### config.mk
export PLATFORM = sky130hd
export DESIGN_NAME = measurement_trigger_sequencer
export DESIGN_NICKNAME = d
export VERILOG_FILES = /design/src/pkg/trig_seq_pkg.sv /design/src/rtl/measurement_trigger_sequencer.sv /design/src/rtl/pulse_sync.sv
export SDC_FILE = /design/constraint.sdc
export NUM_CORES = 1
export LEC_CHECK = 0
export BUFFER_PORTS_ARGS = -buffer_cell sky130_fd_sc_hd__buf_2
export CAP_MARGIN = 20
export CELL_PAD_IN_SITES_DETAIL_PLACEMENT = 1
export CELL_PAD_IN_SITES_GLOBAL_PLACEMENT = 1
export CORE_AREA = 2 2 95 97
export DETAILED_ROUTE_END_ITERATION = 7
export DIE_AREA = 0 0 97 99
export PLACE_DENSITY_LB_ADDON = 0.1
export SLEW_MARGIN = 20
export SYNTH_ARGS = -nofsm -noshare
export SYNTH_HDL_FRONTEND = slang
export SYNTH_SLANG_ARGS = --single-unit
### constraint.sdc
create_clock -name clk -period 3.5 [get_ports clk]
set_clock_uncertainty 0.1 [all_clocks]
set_input_delay 0.7 -clock clk [delete_from_list [all_inputs] [get_ports clk]]
set_output_delay 0.7 -clock clk [all_outputs]
set_load 0.01 [all_outputs]
### src/pkg/trig_seq_pkg.sv
// shared types and constants of the measurement trigger sequencer
// assumes one 25 MHz clock and a decoded command stream from the bus side
package trig_seq_pkg;

  // ===========================================================
  // trigger source selection
  localparam logic [2:0] src_immediate_source       = 3'h0;
  localparam logic [2:0] src_bus                    = 3'h1;
  localparam logic [2:0] src_hold                   = 3'h2;
  localparam logic [2:0] src_front_connector_source = 3'h3;
  localparam logic [2:0] src_ttl                    = 3'h4;

  // ===========================================================
  // decoded commands
  localparam logic [2:0] cmd_none     = 3'h0;
  localparam logic [2:0] cmd_init     = 3'h1;
  localparam logic [2:0] cmd_trig_now = 3'h2;
  localparam logic [2:0] cmd_bus_trig = 3'h3;
  localparam logic [2:0] cmd_query    = 3'h4;
  localparam logic [2:0] cmd_abort    = 3'h5;

  // ===========================================================
  // error codes, two's complement, 16 bits
  localparam logic [15:0] err_none            = 16'h0000;
  localparam logic [15:0] err_trigger_ignored = 16'hff2d; // -211
  localparam logic [15:0] err_init_ignored    = 16'hff2b; // -213
  localparam logic [15:0] err_trig_deadlock   = 16'hff2a; // -214

  // ===========================================================
  // widths and reset values
  localparam int          count_width  = 16;
  localparam int          ttl_width    = 8;
  localparam logic [15:0] count_reset  = 16'h0001;
  localparam logic [2:0]  ttl_sel_rst  = 3'h0;

  // ===========================================================
  // command word from the bus side
  typedef struct packed {
    logic       valid;   // one-cycle command strobe
    logic [2:0] op;      // decoded command
  } cmd_type;

  // error report to the status logic
  typedef struct packed {
    logic        valid;  // one-cycle error strobe
    logic [15:0] code;   // error code
  } err_type;

endpackage

### src/rtl/measurement_trigger_sequencer.sv
// trigger sequencing of a bus controlled multimeter
// assumes decoded commands, a measurement engine with start and done,
// and trigger pulses arriving asynchronously on pins
`timescale 1ns/10ps

// How it works
// - trigger now unarmed gives trigger ignored
// - immediate source init takes one reading
// - trigger now in immediate source errors
// - immediate query takes count readings back
// - pulse source query answers after count pulses
// - waiting query holds the command bus
// - wait ends on last reading or clear
// - one reading per matching trigger when armed
// - front connector and backplane lines trigger
// - completion pulses drive only the backplane
module measurement_trigger_sequencer #(
  parameter int cnt_w = trig_seq_pkg::count_width, // trigger count width
  parameter int ttl_w = trig_seq_pkg::ttl_width    // backplane line count
) (
  input  wire logic                  clk,         // 25 MHz clock
  input  wire logic                  rst_n,       // sync reset, low
  input  wire logic                  dev_clear,   // device clear pulse
  input  wire trig_seq_pkg::cmd_type cmd,         // decoded command
  input  wire logic [2:0]            src_sel,     // trigger source
  input  wire logic [2:0]            ttl_sel,     // chosen backplane line
  input  wire logic [cnt_w-1:0]      trig_count,  // readings per block
  input  wire logic                  front_trig,  // front connector pin
  input  wire logic [ttl_w-1:0]      ttl_in,      // backplane lines in
  input  wire logic                  meas_done,   // engine finished
  output logic                       meas_start,  // start one reading
  output logic                       meas_store,  // store, not return
  output logic                       result_rdy,  // query answer ready
  output logic                       bus_hold,    // refuse commands
  output logic                       cmd_ready,   // commands accepted
  output trig_seq_pkg::err_type      err,         // error report
  output logic                       armed,       // waiting for trigger
  output logic [ttl_w-1:0]           ttl_out,     // backplane drive
  output logic [ttl_w-1:0]           ttl_oe       // backplane enable
);

  // ===========================================================
  // state machine
  typedef enum logic [4:0] {
    st_idle  = 5'b00001,  // not armed
    st_armed = 5'b00010,  // waiting for trigger, commands accepted
    st_meas  = 5'b00100,  // reading under way, store it
    st_qwait = 5'b01000,  // query holding bus for pulses
    st_qmeas = 5'b10000   // query reading under way
  } state_type;

  state_type      state_q, state_d;    // sequencer state
  logic [cnt_w-1:0] left_q, left_d;    // readings still owed
  logic           busy_q, busy_d;      // engine started, not done
  logic           store_q;             // store flag of the last start
  logic           hold_q;              // registered bus hold
  trig_seq_pkg::err_type err_q, err_d; // registered error
  logic [ttl_w-1:0] ttl_q;             // completion pulse drive

  // ===========================================================
  // pin synchronisers
  logic             front_rise;        // front connector edge
  logic [ttl_w-1:0] ttl_rise;          // backplane edges

  // front connector pulses are an accepted source
  pulse_sync u_front (
    .clk   (clk),
    .rst_n (rst_n),
    .level (front_trig),
    .rise  (front_rise)
  );

  // every backplane line is synchronised, one is chosen below
  genvar gi;
  generate
    for (gi = 0; gi < ttl_w; gi++) begin : g_ttl
      pulse_sync u_ttl (
        .clk   (clk),
        .rst_n (rst_n),
        .level (ttl_in[gi]),
        .rise  (ttl_rise[gi])
      );
    end
  endgenerate

  // ===========================================================
  // decode
  // true when the chosen source is a pulse input
  function automatic logic is_pulse_src(input logic [2:0] s);
    is_pulse_src = (s == trig_seq_pkg::src_front_connector_source) ||
                   (s == trig_seq_pkg::src_ttl);
  endfunction

  // error strobe builder
  function automatic trig_seq_pkg::err_type mk_err(input logic [15:0] c);
    mk_err.valid = 1'b1;
    mk_err.code  = c;
  endfunction

  wire cmd_v      = cmd.valid && !hold_q;      // held bus drops commands
  wire is_init    = cmd_v && cmd.op == trig_seq_pkg::cmd_init;
  wire is_trignow = cmd_v && cmd.op == trig_seq_pkg::cmd_trig_now;
  wire is_bustrig = cmd_v && cmd.op == trig_seq_pkg::cmd_bus_trig;
  wire is_query   = cmd_v && cmd.op == trig_seq_pkg::cmd_query;
  wire is_abort   = cmd_v && cmd.op == trig_seq_pkg::cmd_abort;
  wire src_imm    = src_sel == trig_seq_pkg::src_immediate_source;
  wire src_bus    = src_sel == trig_seq_pkg::src_bus;
  wire src_hold   = src_sel == trig_seq_pkg::src_hold;
  wire src_front  = src_sel == trig_seq_pkg::src_front_connector_source;
  wire src_ttl    = src_sel == trig_seq_pkg::src_ttl;
  wire ttl_hit    = ttl_rise[ttl_sel];
  // only the pulse of the selected source counts, others ignored
  wire pulse_hit  = (src_front && front_rise) ||
                    (src_ttl && ttl_hit);
  wire count_zero = trig_count == '0;
  wire [cnt_w-1:0] count_eff = count_zero ?
                    cnt_w'(trig_seq_pkg::count_reset) : trig_count;

  // ===========================================================
  // next state
  always_comb begin
    state_d    = state_q;
    left_d     = left_q;
    busy_d     = busy_q;
    err_d      = '0;
    meas_start = 1'b0;
    meas_store = store_q;
    result_rdy = 1'b0;
    if (busy_q && meas_done) begin
      busy_d = 1'b0;
    end
    case (state_q)
      st_idle: begin
        if (is_init && src_imm) begin
          // immediate init: one stored reading, then idle
          meas_start = 1'b1;
          meas_store = 1'b1;
          busy_d     = 1'b1;
          state_d    = st_meas;
        end else if (is_init) begin
          state_d = st_armed;
        end else if (is_trignow || is_bustrig) begin
          // unarmed, also always in immediate source
          err_d = mk_err(trig_seq_pkg::err_trigger_ignored);
        end else if (is_query && src_bus) begin
          err_d = mk_err(trig_seq_pkg::err_trig_deadlock);
        end else if (is_query && src_hold) begin
          err_d = mk_err(trig_seq_pkg::err_init_ignored);
        end else if (is_query && src_imm) begin
          // block of back to back readings
          left_d     = count_eff;
          meas_start = 1'b1;
          meas_store = 1'b0;
          busy_d     = 1'b1;
          state_d    = st_qmeas;
        end else if (is_query) begin
          left_d  = count_eff;
          state_d = st_qwait;
        end
      end
      st_armed: begin
        if (is_abort) begin
          state_d = st_idle;
        end else if (is_trignow || (is_bustrig && src_bus) ||
                     pulse_hit) begin
          // one reading per matching trigger
          meas_start = 1'b1;
          meas_store = 1'b1;
          busy_d     = 1'b1;
          state_d    = st_meas;
        end else if (is_bustrig) begin
          err_d = mk_err(trig_seq_pkg::err_trigger_ignored);
        end
      end
      st_meas: begin
        if (busy_q && meas_done) begin
          // immediate source drops back to idle, others rearm
          state_d = src_imm ? st_idle : st_armed;
        end
      end
      st_qwait: begin
        if (pulse_hit) begin
          meas_start = 1'b1;
          meas_store = 1'b0;
          busy_d     = 1'b1;
          state_d    = st_qmeas;
        end
      end
      st_qmeas: begin
        if (busy_q && meas_done) begin
          left_d = left_q - cnt_w'(1);
          if (left_q == cnt_w'(1)) begin
            result_rdy = 1'b1;
            state_d    = st_idle;
          end else if (is_pulse_src(src_sel)) begin
            state_d = st_qwait;
          end else begin
            meas_start = 1'b1;
            busy_d     = 1'b1;
          end
        end
      end
      default: begin
        state_d = st_idle;
      end
    endcase
    if (dev_clear) begin
      // device clear abandons any wait
      state_d    = st_idle;
      meas_start = 1'b0;
      result_rdy = 1'b0;
      busy_d     = 1'b0;
    end
  end

  // ===========================================================
  // registers
  always_ff @(posedge clk) begin
    if (!rst_n) begin
      state_q <= st_idle;
      left_q  <= '0;
      busy_q  <= 1'b0;
      store_q <= 1'b0;
      err_q   <= '0;
    end else begin
      state_q <= state_d;
      left_q  <= left_d;
      busy_q  <= busy_d;
      store_q <= meas_store;
      err_q   <= err_d;
    end
  end

  // bus held while a query waits on pulses or readings
  always_ff @(posedge clk) begin
    if (!rst_n) begin
      hold_q <= 1'b0;
    end else begin
      hold_q <= (state_d == st_qwait) || (state_d == st_qmeas);
    end
  end

  // completion pulse only onto the chosen backplane line
  always_ff @(posedge clk) begin
    if (!rst_n) begin
      ttl_q <= '0;
    end else begin
      ttl_q <= (busy_q && meas_done) ?
               (ttl_w'(1) << ttl_sel) : '0;
    end
  end

  // ===========================================================
  // outputs from flops; meas_start, meas_store and result_rdy are
  // left combinational on purpose, so that the engine starts in the
  // cycle of the trigger and the answer meets the last meas_done
  assign err       = err_q;
  assign bus_hold  = hold_q;
  assign cmd_ready = ~hold_q;
  assign armed     = state_q == st_armed;
  assign ttl_out   = ttl_q;
  assign ttl_oe    = ttl_q;

endmodule

### src/rtl/pulse_sync.sv
// two-flop synchroniser with rising edge pulse
// assumes an asynchronous level input and one clock
`timescale 1ns/10ps

module pulse_sync (
  input  wire logic clk,     // module clock
  input  wire logic rst_n,   // synchronous reset, active low
  input  wire logic level,   // asynchronous input level
  output logic      rise     // one-cycle pulse on a rising edge
);

  // ===========================================================
  // synchroniser and edge detector
  logic meta_q;    // first stage, read only by sync_q
  logic sync_q;    // second stage
  logic last_q;    // delayed copy for the edge

  // sample the pin through two flops, then one more for the edge
  always_ff @(posedge clk) begin
    if (!rst_n) begin
      meta_q <= 1'b0;
      sync_q <= 1'b0;
      last_q <= 1'b0;
    end else begin
      meta_q <= level;
      sync_q <= meta_q;
      last_q <= sync_q;
    end
  end

  // rising edge of the synchronised level
  assign rise = sync_q & ~last_q;

endmodule

==> flow_summary.toml, run 1 <==
[power]
power_uw = 1630
irDropWorstVdd_mv = 0.296
p_sw_uw = 418
intPower_uw = 1210
p_per_area_mw_per_mm2 = 426
switching_share_pct = 25.7
comb_power_share_pct = 9.2
pwr-share-seq_pct = 45.8
clkPwrFrac_pct = 45.0
p_leak_uw = 0.00157

[clock_network]
cts-root-buf = "clkbuf_8"
cts_buffer_depth = 2
postCtsSetupBuffers = 0
cts_tree = "done"
cts_max_level = 3
cts_buffers = 9
path_clk_slew_ns = 0.07
post_cts_resized = 0
cts.sinks = 63
clk-insertion-delay-late_ns = 0.35
cts.hold.buffers_added = 0

[yosys]
synthAdderAreaFrac_pct = 0.772
yosysTopAreaCell = "dfxtp_1"
yosysWarnings = 0
synth-xor-area-share_pct = 0.810
synth_async_sr_flop_share_pct = 0
ys.flop_type = "dfxtp_1"
synth_mux_area_share_pct = 0.309
synthMostInstantiatedCell = "dfxtp_1"
yosysTopAreaCellShare_pct = 38.9
synth_compound_area_share_pct = 18.8
yosys-top-cells-area = "dfxtp_1 39%, and2_1 6.4%, buf_4 5.1%"
synth_seq_cells = 63
synth-edff-count = 0
synth_common_cells = "63 x dfxtp_1, 35 x nor2_1, 33 x and2_1"
synth_top_family_by_area = "simple AND/OR/NAND/NOR gates"
avgSynthCellArea_um2 = 8.33
synth_cell_types = 60
post_synth_and_or_nand_nor_area_fraction_pct = 31.4
synthCells = 389
synth_area_mm2 = 0.00324
ys_seq_area_share_pct = 38.9

[global_route]
antenna_found_initial = 0
grt_max_degree = 36
grt_pass1_vias = 2962
grt.total_usage_pct = 18.9
gr-total-overflow = 0
grt_pass1_wl_um = 14600

[critical_path]
r2r_end = "left_q[15]"
critPathRequiredTime_ns = 2.70
end_kind = "output port"
critical_path_class = "in -> out"
cp_max_fo = 12
critical-path-slowest-cell = "or4_4"
crit_family = "simple AND/OR/NAND/NOR gates"
crit_buf_inv = 2
cp-startpoint = "ttl_sel[1]"
start_kind = "input pin"
arrival_ns = 2.45
cp_common_cell = "buf_2"
reg2reg_depth = 7
timing.reg2reg.setup_slack_ns = 1.24
path_cells = "buf_2 -> o311a_2 -> or4_4 -> and4_1 -> nor3_1 -> a211oi_1 -> buf_2"
slowest_delay_ns = 0.54
r2r_start = "state_q[1]"

[floorplanning]
initial_core_util_pct = 37.9
ios = 78
fp.dieW_um = 97
rows = 34
design.die.area_mm2 = 0.00960
die_h_um = 99
core_area_mm2 = 0.00855

[timing]
post-route-min-period_ns = 3.25
rsz0062_at_grt = "false"
setup_viol = 0
fin_crit_sh_pct = 92.9
slew-limit-headroom_pct = 62.2
finalMaxSlewViolations = 0
hold_viol = 0
setup_tns_ns = 0
tightestPinTransition_ns = 0.567
worst_slack_ns = 0.248
fmax_ghz = 0.308

[place]
place_area_mm2 = 0.00359
io_buffers = 74
gp_congestion = 0.850
post-dp-hpwl_um = 6640
dpl_worst_slack_ns = 0.180
dp.cells = 545

[cells_and_area]
layoutNonFillerInstCount = 561
fin_nets = 489
fillerInstances = 1075
finish.instance_area_mm2 = 0.00382
antenna_cells = 0
drive_above_1_share_pct = 26.3
syn_to_final_growth_pct = 17.8

[detailed_routing]
first_pass_iters = 4
first_iter_violations = 52
vias = 2941
viasPerCell = 5.24
wl_per_cell_um = 15.6
drc_errors = 0
totalWireLength_um = 8760
antenna_left = 0

[run_status]
status = "complete, no violations"

[min_path]
hold_depth = 1
hold_class = "reg -> reg"
min_from = "g_ttl[0].u_ttl.meta_q"
hold-path-endpoint = "g_ttl[0].u_ttl.sync_q"

[run]
maxCapViolations = 0
cell families (layout without fill, tap and decap cells):
logic type               Yosys count  in the layout
AND/OR/NAND/NOR                  176            176
AO/OA/AOI/OAI                     93             93
flip-flops                        63             63
buffers and inverters             50            112
XOR/XNOR                           3              3
adder cells (fa/ha/maj)            2              2
other                              1              3
multiplexers                       1              1
layout by cell type, fill, tap and decap left out, drive strengths merged, types with 2 or more instances in the layout:
cell and count:
nand2 22, a21o 3, a31oi 6, nand3b 3
or3 4, nor3b 8, a211oi 5, xnor2 2
nor4b 3, nor2b 4, o31ai 2, dfxtp 63
nor2 35, buf 85, and4bb 2, and2 33
or2 2, o21a 6, nand4 3, conb 3
clkbuf 9, and4 2, o41ai 3, nor4bb 2
nor4 8, clkinv 3, a21oi 32, o22ai 4
a22oi 3, inv 13, or3b 3, ha 2
nand3 7, nor3 19, bufinv 2, nand2b 8
o21ai 21
sequential cells by signal (all words and copies together), names as in the netlist:
signal and cells:
g_ttl.u_ttl.meta_q 8, g_ttl.u_ttl.last_q 8, state_q 5, u_front.meta_q 1
bus_hold 1, store_q 1, left_q 16, u_front.last_q 1
u_front.sync_q 1, g_ttl.u_ttl.sync_q 8, ttl_oe 8, busy_q 1
err 4
worst max-delay path by stage:
stage / to / slack (ns) / cells past startpoint
6_report: meas_store / 0.25 / 7
3_5_place_dp: meas_store / 0.18 / 7
3_3_place_gp: meas_store / 0.19 / 7
5_1_grt: meas_store / 0.08 / 8
4_1_cts: meas_start / 0.17 / 7
2_1_floorplan: meas_store / 0.38 / 6
layer usage:
| metal | share of wire (%) | track usage [%] | wire length (um) | vias to the layer above |
|---|---|---|---|---|
| met3 | 4.9 | 3.55 | 426 | 14 |
| met4 | 2.2 | 10.2 | 193 | 0 |
| met2 | 48 | 32.4 | 4220 | 78 |
| met5 | 0 | 0 | 0 | - |
| met1 | 45 | 22.5 | 3910 | 1372 |
| li1 | - | - | - | 1477 |
power by group through the flow:
stage | registers, uW | logic, uW | clock network [uW]
6_report | 744 | 150 | 731
5_1_grt | 746 | 167 | 781
4_1_cts | 744 | 151 | 754
3_5_place_dp | 761 | 150 | 0
3_3_place_gp | 761 | 148 | 0
2_1_floorplan | 758 | 95.7 | 0
metrics by stage:
| step | hold slack (ns) | utilization, % |
|---|---|---|
| after global routing | 0.353 | 44.6 |
| after CTS | 0.343 | 44.6 |
| after floorplan | 0.311 | - |
| after detailed placement | 0.324 | 42.0 |
| after global placement | 0.314 | 42.0 |
| final | 0.338 | 44.6 |
cell type report:
class	instances	area (um2)	share of cell area [%]
Timing Repair Buffer	85	453	11.9
Inverter	11	41.3	1.08
Sequential cell	63	1260	33.0
Clock buffer	9	124	3.24
Multi-Input combinational cell	278	1700	44.5
Tap cell	108	135	3.54
Clock inverter	7	104	2.72
No activity file was read; power rests on OpenSTA's default activity.
==> run 2: changes to the inputs <==
BUFFER_PORTS_ARGS = unset   (was -buffer_cell sky130_fd_sc_hd__buf_2)
CORE_AREA = 2 2 87 89   (was 2 2 95 97)
DIE_AREA = 0 0 89 91   (was 0 0 97 99)
DONT_BUFFER_PORTS = 1   (was unset)
REMOVE_ABC_BUFFERS = 1   (was unset)
==> flow_summary.toml, run 2 (synthesis results as in run 1) <==
[floorplanning]
fp.dieW_um = 89
core_area_mm2 = 0.00714
initial_core_util_pct = 45.4
design.die.area_mm2 = 0.00810
die_h_um = 91
rows = 31
ios = 78

[critical_path]
start_kind = "flop"
timing.reg2reg.setup_slack_ns = 1.13
arrival_ns = 2.41
critical_path_class = "reg -> out"
cp_max_fo = 4
critPathRequiredTime_ns = 2.70
end_kind = "output port"

[clock_network]
cts_max_level = 3
path_clk_slew_ns = 0.07
cts.hold.buffers_added = 0
cts_buffer_depth = 2
cts_buffers = 9
postCtsSetupBuffers = 0
cts-root-buf = "clkbuf_8"
post_cts_resized = 0
cts.sinks = 63
clk-insertion-delay-late_ns = 0.36
cts_tree = "done"

[detailed_routing]
viasPerCell = 5.70
vias = 2726
first_pass_iters = 4
wl_per_cell_um = 17.3
totalWireLength_um = 8270
first_iter_violations = 67
antenna_left = 0
drc_errors = 0

[timing]
post-route-min-period_ns = 3.21
hold_viol = 0
slew-limit-headroom_pct = 45.9
fin_crit_sh_pct = 91.7
finalMaxSlewViolations = 0
setup_tns_ns = 0
rsz0062_at_grt = "false"
setup_viol = 0
hold_ws_ns = 0.315
tightestPinTransition_ns = 0.805
fmax_ghz = 0.311

[power]
p_per_area_mw_per_mm2 = 424
intPower_uw = 1060
p_leak_uw = 0.00120
switching_share_pct = 26.5
clkPwrFrac_pct = 40.8
irDropWorstVdd_mv = 0.199
comb_power_share_pct = 7.2
pwr-share-seq_pct = 52.0
p_sw_uw = 381

[place]
place_area_mm2 = 0.00321
post-dp-hpwl_um = 6140
gp_congestion = 0.893
io_buffers = 0

[global_route]
gr-total-overflow = 0
grt_pass1_wl_um = 13500
grt.total_usage_pct = 21.8
grt_pass1_vias = 2762
antenna_found_initial = 0
grt_max_degree = 36

[cells_and_area]
final_util_pct = 47.5
final_cell_mix = "62 x dfxtp_1, 35 x nor2_1, 33 x and2_1"
syn_to_final_growth_pct = 4.63
finish.instance_area_mm2 = 0.00339
regMostFlops = "left_q"
drive_above_1_share_pct = 12.1
mostFrequentLayoutCell = "dfxtp_1"
antenna_cells = 0
fin_nets = 415
largest_reg_flops = 16

[run]
maxCapViolations = 0

[run_status]
status = "complete, no violations"

[min_path]
hold_class = "in -> reg"
[run 2: layout make-up]
class / instances / area (um2)
inverters: 11 / 41.3
repair buffers: 11 / 82.6
well taps: 99 / 124
flip-flops and latches: 63 / 1260
multi-input cells: 278 / 1700
fillers: 908 / 3740
clock buffers: 10 / 138
clock inverters: 6 / 45.0
[run 2: path summary, 6_finish.rpt]
kind / endpoint / startpoint / cells past startpoint
worst min register to register: g_ttl[4].u_ttl.sync_q / g_ttl[4].u_ttl.meta_q / 1
worst min-delay path: ttl_oe[4] / ttl_sel[1] / 1
worst max register to register: left_q[9] / state_q[1] / 6
worst max-delay path: meas_store / g_ttl[1].u_ttl.sync_q / 7
[run 2: layer usage]
layer | track usage, % | part of all wire (%)
met4 | 8.46 | 2.1
met1 | 27.0 | 44
met5 | 0 | 0
met2 | 35.1 | 48
met3 | 6.55 | 6.1
[run 2: per-stage QoR]
step / std cells / total power [uW] / worst slack, ns
floorplan: 352 / 838 / 0.529
global placement: 462 / 865 / 0.391
detailed placement: 462 / 868 / 0.368
CTS: 478 / 1450 / 0.274
global route: 478 / 1500 / 0.189
finish: 478 / 1440 / 0.289
[run 2: power by group through the flow]
stage                     registers, uW  logic (uW)  clock network [uW]
final                               748         103                 586
after detailed placement            765         103                   0
after CTS                           748         104                 600
after floorplan                     761        76.7                   0
after global routing                751         116                 633
after global placement              764         101                   0
[run 2: worst max-delay path, cell delays in order (launching register included)]
cell	delay [ns]
dfxtp_1	0.31
inv_1	0.07
o311a_2	0.38
or4_4	0.54
nand3_1	0.10
o21ai_0	0.12
a211oi_1	0.34
buf_4	0.19
